**src/rtl/spi_master_consts.svh**
```systemverilog
`ifndef SPI_MASTER_CONSTS_SVH
`define SPI_MASTER_CONSTS_SVH

// serial word width in bits
`define SPI_WORD_W          16
// fixed divide used while the baud divider field is at or below its low limit
`define SPI_MIN_DIV         8'h04
// baud divider values at or below this use the fixed divide
`define SPI_BRR_LOW_LIMIT   7'h03
// default system clocks per low-speed peripheral clock tick
`define SPI_LSP_DIV_DEFAULT 4
// default transmit buffer depth in words
`define SPI_FIFO_DEPTH_DEF  32

`endif

```
**src/rtl/spi_master_pkg.sv**
```systemverilog
`include "spi_master_consts.svh"

package spi_master_pkg;

    // one serial word
    typedef logic [`SPI_WORD_W-1:0] word_t;

    // word sequencer states
    typedef enum logic [2:0] {
        ST_IDLE  = 3'b000,  // slave select released, clock at rest
        ST_LEAD  = 3'b001,  // select asserted, waiting half a period
        ST_ACT   = 3'b010,  // clock at active level, data just launched
        ST_INACT = 3'b011,  // clock back at rest level, data just sampled
        ST_TRAIL = 3'b100   // last bit sampled, holding select half a period
    } seq_state_t;

    // control bits that configure the link
    typedef struct packed {
        logic       role_master;     // set: this end makes the serial clock
        logic       clock_phase;     // clear: phase-0 timing
        logic       clock_polarity;  // clear: rising edge active
        logic [6:0] baud_divider_field;
    } spi_cfg_t;

    // serial pins driven by the block
    typedef struct packed {
        logic serial_clock_pin;
        logic master_out_line;
        logic slave_select_line_n;
    } spi_pins_t;

    // received word toward the user
    typedef struct packed {
        logic  valid;
        word_t data;
    } rx_word_t;

endpackage

```
**src/rtl/word_fifo.sv**
```systemverilog
`include "spi_master_consts.svh"

module word_fifo #(
    parameter int WIDTH = `SPI_WORD_W,
    parameter int DEPTH = `SPI_FIFO_DEPTH_DEF
) (
    // clock and reset
    input  wire logic             clk,
    input  wire logic             nrst,
    // filling side
    input  wire logic             in_valid,
    output logic                  in_ready,
    input  wire logic [WIDTH-1:0] in_data,
    // draining side
    output logic                  out_valid,
    input  wire logic             out_ready,
    output logic [WIDTH-1:0]      out_data
);
    localparam int AW = (DEPTH > 1) ? $clog2(DEPTH) : 1;

    // all control state in one word
    typedef struct packed {
        logic [AW-1:0] wr_ptr;  // next slot to fill
        logic [AW-1:0] rd_ptr;  // oldest stored word
        logic [AW:0]   count;   // words held
        logic          full;    // registered so in_ready comes from a flop
    } fifo_state_t;

    fifo_state_t      cur;
    fifo_state_t      next_cur;
    logic [WIDTH-1:0] mem [DEPTH];  // storage, no reset needed
    logic             push;
    logic             pop;

    assign push      = in_valid && !cur.full;
    assign pop       = out_ready && (cur.count != '0);
    assign in_ready  = !cur.full;
    assign out_valid = (cur.count != '0);
    assign out_data  = mem[cur.rd_ptr];

    // pointer wrap works for any depth, not only powers of two
    function automatic logic [AW-1:0] bump(input logic [AW-1:0] p);
        bump = (p == AW'(DEPTH - 1)) ? '0 : p + AW'(1);
    endfunction

    // next-state logic
    always_comb begin
        next_cur = cur;
        if (push) begin
            next_cur.wr_ptr = bump(cur.wr_ptr);
        end
        if (pop) begin
            next_cur.rd_ptr = bump(cur.rd_ptr);
        end
        if (push && !pop) begin
            next_cur.count = cur.count + (AW+1)'(1);
        end else if (pop && !push) begin
            next_cur.count = cur.count - (AW+1)'(1);
        end
        next_cur.full = (next_cur.count == (AW+1)'(DEPTH));
    end

    // state register
    always_ff @(posedge clk or negedge nrst) begin
        if (!nrst) begin
            cur <= '0;
        end else begin
            cur <= next_cur;
        end
    end

    // storage write
    always_ff @(posedge clk) begin
        if (push) begin
            mem[cur.wr_ptr] <= in_data;
        end
    end
endmodule // word_fifo

```
**src/rtl/spi_master_clocking_framing.sv**
```systemverilog
// Notes on behaviour
// - starts only as master with phase bit clear
// - period is peripheral clock over 4 or divider+1
// - odd divide: one half shorter, other longer
// - select asserted half period before first edge
// - select released half period after last sample
// - polarity bit picks rising or falling active edge
// - input sampled on the edge opposite the active
`include "spi_master_consts.svh"

module spi_master_clocking_framing #(
    parameter int LSP_DIV    = `SPI_LSP_DIV_DEFAULT,
    parameter int FIFO_DEPTH = `SPI_FIFO_DEPTH_DEF
) (
    // clock and reset
    input  wire logic                   clk,
    input  wire logic                   nrst,
    // configuration bits
    input  wire spi_master_pkg::spi_cfg_t cfg,
    // transmit words in
    input  wire logic                   tx_valid,
    output logic                        tx_ready,
    input  wire spi_master_pkg::word_t  tx_data,
    // received words out
    output spi_master_pkg::rx_word_t    rx_word,
    output logic                        busy,
    // serial pins
    output spi_master_pkg::spi_pins_t   pins,
    input  wire logic                   master_in_line
);
    // word width shared with the buffer so the shifter and fifo always agree
    localparam int WW = `SPI_WORD_W;

    // all state of the block in one word
    typedef struct packed {
        spi_master_pkg::seq_state_t st;
        logic [7:0]                 lsp_cnt;   // peripheral clock prescaler
        logic [7:0]                 half_cnt;  // peripheral ticks left in this half, less one
        logic [4:0]                 bit_cnt;   // bits sampled so far
        logic [7:0]                 div;       // divide latched for the word
        logic                       pol;       // polarity latched for the word
        spi_master_pkg::word_t      shift;     // tx bits out the top, rx bits in the bottom
        logic                       in_s1;     // synchroniser first stage
        logic                       in_s2;     // synchroniser second stage
        spi_master_pkg::spi_pins_t  pins;
        spi_master_pkg::rx_word_t   rx;
        logic                       busy;
    } core_state_t;

    // registered state and the value it takes at the next edge
    core_state_t           cur;
    core_state_t           next_cur;
    // buffer handshake toward the sequencer
    logic                  word_avail;
    spi_master_pkg::word_t word_head;
    // sequencer side: pop strobe and prescaler tick
    logic                  pop;
    logic                  lsp_tick;
    logic                  fifo_full_n;

    // outputs straight from flops
    assign pins     = cur.pins;
    assign rx_word  = cur.rx;
    assign busy     = cur.busy;

    // buffered ready follows the fifo's registered full flag
    assign tx_ready = fifo_full_n;

    // words wait here until the sequencer is idle; a slow link stalls the filler
    // depth is a parameter; a deeper buffer costs only storage, not timing
    word_fifo #(
        .WIDTH (WW),
        .DEPTH (FIFO_DEPTH)
    ) tx_buffer (
        .clk       (clk),
        .nrst      (nrst),
        .in_valid  (tx_valid),
        .in_ready  (fifo_full_n),
        .in_data   (tx_data),
        .out_valid (word_avail),
        .out_ready (pop),
        .out_data  (word_head)
    );
    // the fifo registers its full flag, so tx_ready never waits on the sequencer

    // one-cycle enable standing in for the low-speed peripheral clock
    // it runs free, so the lead half may come out up to one tick short;
    // the bit halves are exact because each of them starts on a tick
    assign lsp_tick = (cur.lsp_cnt == 8'h00);

    // a word starts only as master in phase-0 mode; phase-1 is not offered
    // words queued while either bit is wrong simply wait, nothing is dropped
    assign pop = (cur.st == spi_master_pkg::ST_IDLE) && word_avail
               && cfg.role_master && !cfg.clock_phase;

    // divide for a given baud field: fixed 4 at the low end, else field plus one
    function automatic logic [7:0] divide_of(input logic [6:0] brr);
        if (brr <= `SPI_BRR_LOW_LIMIT) begin
            divide_of = `SPI_MIN_DIV;
        end else begin
            // field plus one; the extra top bit keeps the largest divide from wrapping
            divide_of = {1'b0, brr} + 8'h01;
        end
    endfunction

    // active half takes the floor, rest half the ceiling; odd divides split unevenly
    function automatic logic [7:0] short_half(input logic [7:0] d);
        short_half = {1'b0, d[7:1]};
    endfunction

    // rest half, also used for the lead and trail around the word
    function automatic logic [7:0] long_half(input logic [7:0] d);
        long_half = d - {1'b0, d[7:1]};
    endfunction

    // next-state logic
    always_comb begin
        // everything holds unless a branch below says otherwise
        next_cur          = cur;
        // received-word strobe is a one-cycle pulse
        next_cur.rx.valid = 1'b0;
        // input pin passes two flops before the sequencer reads it
        next_cur.in_s1    = master_in_line;
        next_cur.in_s2    = cur.in_s1;
        // prescaler runs free
        if (lsp_tick) begin
            // reload: one tick every LSP_DIV system clocks
            next_cur.lsp_cnt = 8'(LSP_DIV - 1);
        end else begin
            // count down toward the next tick
            next_cur.lsp_cnt = cur.lsp_cnt - 8'h01;
        end

        case (cur.st)
            spi_master_pkg::ST_IDLE: begin
                // clock rests at its polarity level between words
                next_cur.pins.serial_clock_pin    = cfg.clock_polarity;
                next_cur.pins.slave_select_line_n = 1'b1;
                next_cur.busy                     = 1'b0;
                // a word waits, the role is master and the phase is 0
                if (pop) begin
                    // config is latched so a mid-word change cannot tear the clock
                    next_cur.div      = divide_of(cfg.baud_divider_field);
                    next_cur.pol      = cfg.clock_polarity;
                    next_cur.shift    = word_head;
                    next_cur.bit_cnt  = 5'h00;
                    next_cur.half_cnt = long_half(divide_of(cfg.baud_divider_field)) - 8'h01;
                    next_cur.pins.slave_select_line_n = 1'b0;
                    next_cur.busy     = 1'b1;
                    next_cur.st       = spi_master_pkg::ST_LEAD;
                end
            end
            // lead and rest halves end the same way: with an active edge
            spi_master_pkg::ST_LEAD, spi_master_pkg::ST_INACT: begin
                if (lsp_tick) begin
                    if (cur.half_cnt == 8'h00) begin
                        // active edge: clock leaves rest level, next bit goes out
                        next_cur.pins.serial_clock_pin = ~cur.pol;
                        next_cur.pins.master_out_line  = cur.shift[WW-1];
                        next_cur.shift    = {cur.shift[WW-2:0], 1'b0};
                        next_cur.half_cnt = short_half(cur.div) - 8'h01;
                        next_cur.st       = spi_master_pkg::ST_ACT;
                    end else begin
                        // still in the lead or rest half
                        next_cur.half_cnt = cur.half_cnt - 8'h01;
                    end
                end
            end
            // active half: ends at the sampling edge
            spi_master_pkg::ST_ACT: begin
                if (lsp_tick) begin
                    if (cur.half_cnt == 8'h00) begin
                        // opposite edge: clock returns to rest, input bit caught
                        next_cur.pins.serial_clock_pin = cur.pol;
                        next_cur.shift[0] = cur.in_s2;
                        next_cur.bit_cnt  = cur.bit_cnt + 5'h01;
                        next_cur.half_cnt = long_half(cur.div) - 8'h01;
                        // the last sample of the word closes the data phase
                        if (cur.bit_cnt == 5'(WW - 1)) begin
                            next_cur.st = spi_master_pkg::ST_TRAIL;
                        end else begin
                            next_cur.st = spi_master_pkg::ST_INACT;
                        end
                    end else begin
                        // still in the active half
                        next_cur.half_cnt = cur.half_cnt - 8'h01;
                    end
                end
            end
            // trail half: select stays low until it ends
            spi_master_pkg::ST_TRAIL: begin
                if (lsp_tick) begin
                    if (cur.half_cnt == 8'h00) begin
                        // half a period after the last sampling edge
                        next_cur.pins.slave_select_line_n = 1'b1;
                        next_cur.rx.data  = cur.shift;
                        next_cur.rx.valid = 1'b1;
                        next_cur.busy     = 1'b0;
                        next_cur.st       = spi_master_pkg::ST_IDLE;
                    end else begin
                        // select still held after the last sample
                        next_cur.half_cnt = cur.half_cnt - 8'h01;
                    end
                end
            end
            default: begin
                // unused codes fall back to idle instead of locking up
                next_cur.st = spi_master_pkg::ST_IDLE;
            end
        endcase
    end

    // state register
    always_ff @(posedge clk or negedge nrst) begin
        if (!nrst) begin
            // select must leave reset released; everything else clears
            cur                          <= '0;
            cur.pins.slave_select_line_n <= 1'b1;
        end else begin
            cur <= next_cur;
        end
    end
endmodule // spi_master_clocking_framing

```
**config.mk**
```make
export PLATFORM = sky130hd
export DESIGN_NAME = spi_master_clocking_framing
export DESIGN_NICKNAME = d
export VERILOG_FILES = /design/src/rtl/spi_master_pkg.sv /design/src/rtl/word_fifo.sv /design/src/rtl/spi_master_clocking_framing.sv
export VERILOG_INCLUDE_DIRS = /design/src /design/src/rtl
export SDC_FILE = /design/constraint.sdc
export NUM_CORES = 1
export LEC_CHECK = 0
export BUFFER_PORTS_ARGS = -buffer_cell sky130_fd_sc_hd__buf_4
export CORE_MARGIN = 5
export CORE_UTILIZATION = 40
export DETAILED_ROUTE_END_ITERATION = 8
export PLACE_DENSITY_LB_ADDON = 0.3
export SETUP_SLACK_MARGIN = 0.5
export SLEW_MARGIN = 20
export SYNTH_ARGS = -nofsm -noshare
export SYNTH_HDL_FRONTEND = slang
export SYNTH_SLANG_ARGS = --single-unit
```
**constraint.sdc**
```tcl
create_clock -name clk -period 2.5 [get_ports clk]
set_input_delay 0.375 -clock clk [delete_from_list [all_inputs] [get_ports clk]]
set_output_delay 0.375 -clock clk [all_outputs]
set_load 0.02 [all_outputs]
```
==> impl_summary.txt <==
----------------------------------------------------
[Worst setup path]
  Depth of the critical timing path with buffers and inverters included ... 9
  Nature of the critical path startpoint ... register
  Kind of critical path ... register to register
  Number of buffers and inverters on the critical path ... 3
  Arrival time at the worst endpoint ... 2.82 ns
  Count of cells along the worst register-to-register path ... 9
  Largest fanout on the critical path ... 5
  Critical Path Slowest Stage Cell ... sky130_fd_sc_hd__or3b_4
  Capturing element type of the critical path ... register
  Worst-path cell chain ... inv_2 > ha_4 > or3b_4 > o311a_4 > buf_12 > a21oi_4 > o32ai_4 > buf_6 > a22o_1
  Critical path required time ... about 3 ns
  Worst path max stage delay ... 0.41 ns
  Critical path's top delay family ... compound AO/OA/AOI/OAI gates

[Route]
  WL met2 ... 29,350 um
  Met1 WL ... approximately 26,000 um
  Avg Vias per Cell ... between 5 and 6
  Highest metal layer with signal wires ... met4
  Total routed wirelength ... a little over 60,000 um
  Initial detailed-routing violation count ... around 1,200
  Met3 wire length ... approximately 3800 um
  Total number of vias ... between 10,000 and 15,000
  First-pass detailed-route iteration total ... 7
  Average detailed-routed wire length per instance ... 24.33 um
  Number of DRC violations after detailed routing ... 0
  Post-DRT Antenna Nets ... 0

[Placed design]
  Detailed placement HPWL ... approximately 37,000 um
  # port buffers ... roughly 50
  Area of placed instances ... ~0.027 mm^2
  Global placer's final weighted congestion ... ~0.82

[STA]
  Min cycle time layout ... about 2.3 ns
  Final hold vios ... 0
  Period Utilization, post-route ... between 90 and 100%
  RSZ-0062 raised after global routing ... true
  Achievable frequency ... about 430 MHz
  Count of final max-slew check failures ... 0
  Post-route clock skew ... ~0.031 ns
  Max-slew headroom ... between 50% and 60%
  Final setup violating endpoints ... 0
  Transition at the pin with the smallest max-transition slack ... a little over 0.7 ns

[Min path]
  Cells on Worst Hold Path ... 1
  Path class of the lowest-slack min-delay path ... input pin to register

[Pwr]
  Power density relative to cell area ... between 700 and 800 mW/mm^2
  Leak pwr ... just over 0.01 uW
  Peak ir drop on the vdd network ... ~0.55 mV

[Floorplanning]
  Floorplan die area ... 0.06752 mm^2
  Overall die height ... 259.8 um
  Placeable core region ... 0.06183 mm^2
  Row cnt ... roughly 90
  Die extent in x ... around 260 um
  I/O pin cnt ... between 50 and 60
  Effective utilization at floorplan ... around two fifths

[Synth]
  Sequential share of the synthesized area ... 70.50%
  Share of async-settable or async-resettable flops after synthesis ... ~15%
  Per-instance average area after synthesis ... approximately 18 um^2
  Post-Synthesis Net Count ... roughly 1,500
  Number of register bits inferred by synthesis ... between 600 and 700
  Warning count from the yosys run ... 0
  Cells after synthesis ... approximately 1,400
  Top FF cell, synth ... sky130_fd_sc_hd__edfxtp_1
  Distinct cell type count of the synthesized netlist ... 65
  Number of flops mapped to enable cells by yosys ... ~510
  Total standard cell area after synthesis ... between 0.02 and 0.025 mm^2

[Clock network]
  Deepest clock path buffer count ... 3
  Insertion delay to the later sink of the worst-skew pair ... approximately 0.62 ns
  Buffer type at the clock tree root ... sky130_fd_sc_hd__clkbuf_16
  Number of buffers inserted during clock tree synthesis ... 60
  Total clock sinks ... 601
  CTS clock-pin slew for the worst setup and hold paths ... around 0.06 ns
  Total number of H-tree levels ... 2
  CTS tree ... yes

[Status]
  Status ... completed

[Global routing]
  Vias in the first global route ... 13,890
  Overflow left after global routing ... 0
  First-pass GRT wire length ... roughly 89,000 um
  Overall track demand over capacity in global routing ... roughly 17%
  Antenna violations before repair ... 0
  Largest net degree at the start of global routing ... 40

[Finish]
  Layout Cell Area excl Fill ... 0.03073 mm^2
  Area of the multi-input gates ... roughly 0.0077 mm^2
  Layout Nets ... approximately 1,700
  Flip-flop and latch area ... 0.01761 mm^2
  Post-Route Utilization ... just under 50%
  Layout fillers ... ~5,000
  Area growth from synthesis to layout ... 23.09%
  ANT cells ... 0
  Share of layout cells above drive strength 1 ... between 30 and 40%

[Job]
  Max-cap violations ... 0

----------------------------------------------------
==> worst register-to-register path, cell delays in order, from the launching register on <==
cell	delay [ns]
sky130_fd_sc_hd__dfrtp_1	0.40
sky130_fd_sc_hd__inv_2	0.08
sky130_fd_sc_hd__ha_4	0.14
sky130_fd_sc_hd__or3b_4	0.41
sky130_fd_sc_hd__o311a_4	0.41
sky130_fd_sc_hd__buf_12	0.15
sky130_fd_sc_hd__a21oi_4	0.16
sky130_fd_sc_hd__o32ai_4	0.14
sky130_fd_sc_hd__buf_6	0.15
sky130_fd_sc_hd__a22o_1	0.17
==> synthesized netlist by cell type, drive strengths merged (19+ instances only) <==
master | instances | share of area, %
a21oi | 31 | 0.62
buf | 59 | 1.4
clkbuf | 25 | 0.38
dfrtp | 88 | 8.8
edfxtp | 512 | 62
ha | 37 | 1.9
inv | 37 | 0.56
mux2 | 22 | 0.99
mux2i | 37 | 1.5
mux4 | 144 | 13
nand2 | 58 | 0.91
nand3 | 19 | 0.38
nor2 | 91 | 1.4
o21ai | 39 | 0.78
o22ai | 36 | 0.90
xnor2 | 19 | 0.67
==> sequential cells by signal, indices dropped and copies added, names as in the netlist <==
register / flops
cur: 51
tx_buffer.mem: 512
pins: 3
busy: 1
rx_word: 17
tx_buffer.cur: 17
==> path summary, 6_finish.rpt <==
kind	from	to	slack, ns
worst max register to register	tx_buffer.cur[1]	cur[56]	0.17
worst max-delay path	tx_buffer.cur[1]	cur[56]	0.17
worst min register to register	cur[22]	cur[21]	0.35
min in group asynchronous	nrst	cur[62]	0.27
max in group asynchronous	nrst	tx_buffer.cur[7]	1.55
worst min-delay path	tx_data[0]	tx_buffer.mem[11][0]	0.16
==> logic make-up after synthesis <==
logic type               after synthesis  share of synthesized area (%)
buffers and inverters                121                          2.345
XOR/XNOR                              29                          1.017
flip-flops                           601                          70.50
AND/OR/NAND/NOR                      224                          4.179
adder cells (fa/ha/maj)               39                          2.014
multiplexers                         203                          15.46
AO/OA/AOI/OAI                        170                          4.480
==> layer usage <==
layer,up-vias,GRT usage (%)
li1,5973,-
met1,7329,25.11
met2,387,27.75
met3,76,3.272
met4,0,4.726
met5,-,0
==> what timing repair did <==
action,in CTS,in global routing
cloned,7,3
hold endpoints to repair,36,0
setup endpoints to repair,564,414
pin swaps,23,20
hold buffers,3,0
gates resized for setup,89,98
buffers inserted,28,18
==> layout by cell type, fill, tap and decap left out, drive strengths merged, types with 6 or more instances in the layout <==
cell type and instances:
clkinv 24, mux4 144, nor2 91, xor2 10
nand3 19, edfxtp 512, ha 37, nor3 13
nand2 61, buf 237, a21oi 31, o2bb2ai 16
xnor2 19, o21ai 39, a31oi 6, nand2b 7
inv 38, mux2i 37, o22ai 36, clkbuf 79
dfrtp 88, mux2 22
==> per-stage QoR <==
step	std cells	setup TNS, ns	setup slack (ns)	total power, uW	hold slack, ns
CTS	2473	0	0.2188	22230	0.1364
global route	2494	0	0.07797	22990	0.1531
global placement	2325	-1.464	-0.4055	13280	0.3578
detailed placement	2325	-1.750	-0.4235	13350	0.3355
floorplan	1387	-0.1601	-0.08572	12610	0.07941
finish	2494	0	0.1724	22170	0.1620
==> area by class of cell <==
| class | count | share of cell area, % |
|---|---|---|
| multi-input combinational | 668 | 24.96 |
| tap | 837 | 3.407 |
| timing repair buffer | 241 | 7.609 |
| clock buffer | 78 | 5.239 |
| clock inverter | 32 | 1.026 |
| inverter | 37 | 0.4519 |
| sequential | 601 | 57.30 |
==> report_power, final <==
part | switching [uW] | leakage [uW] | total (uW) | internal [uW]
registers | 242 | 0.00568 | 11600 | 11400
clock network | 3760 | 0.000940 | 8810 | 5050
logic | 1060 | 0.00370 | 1720 | 655
total | 5060 | 0.0103 | 22200 | 17100
(Power assumes the default switching activity.)
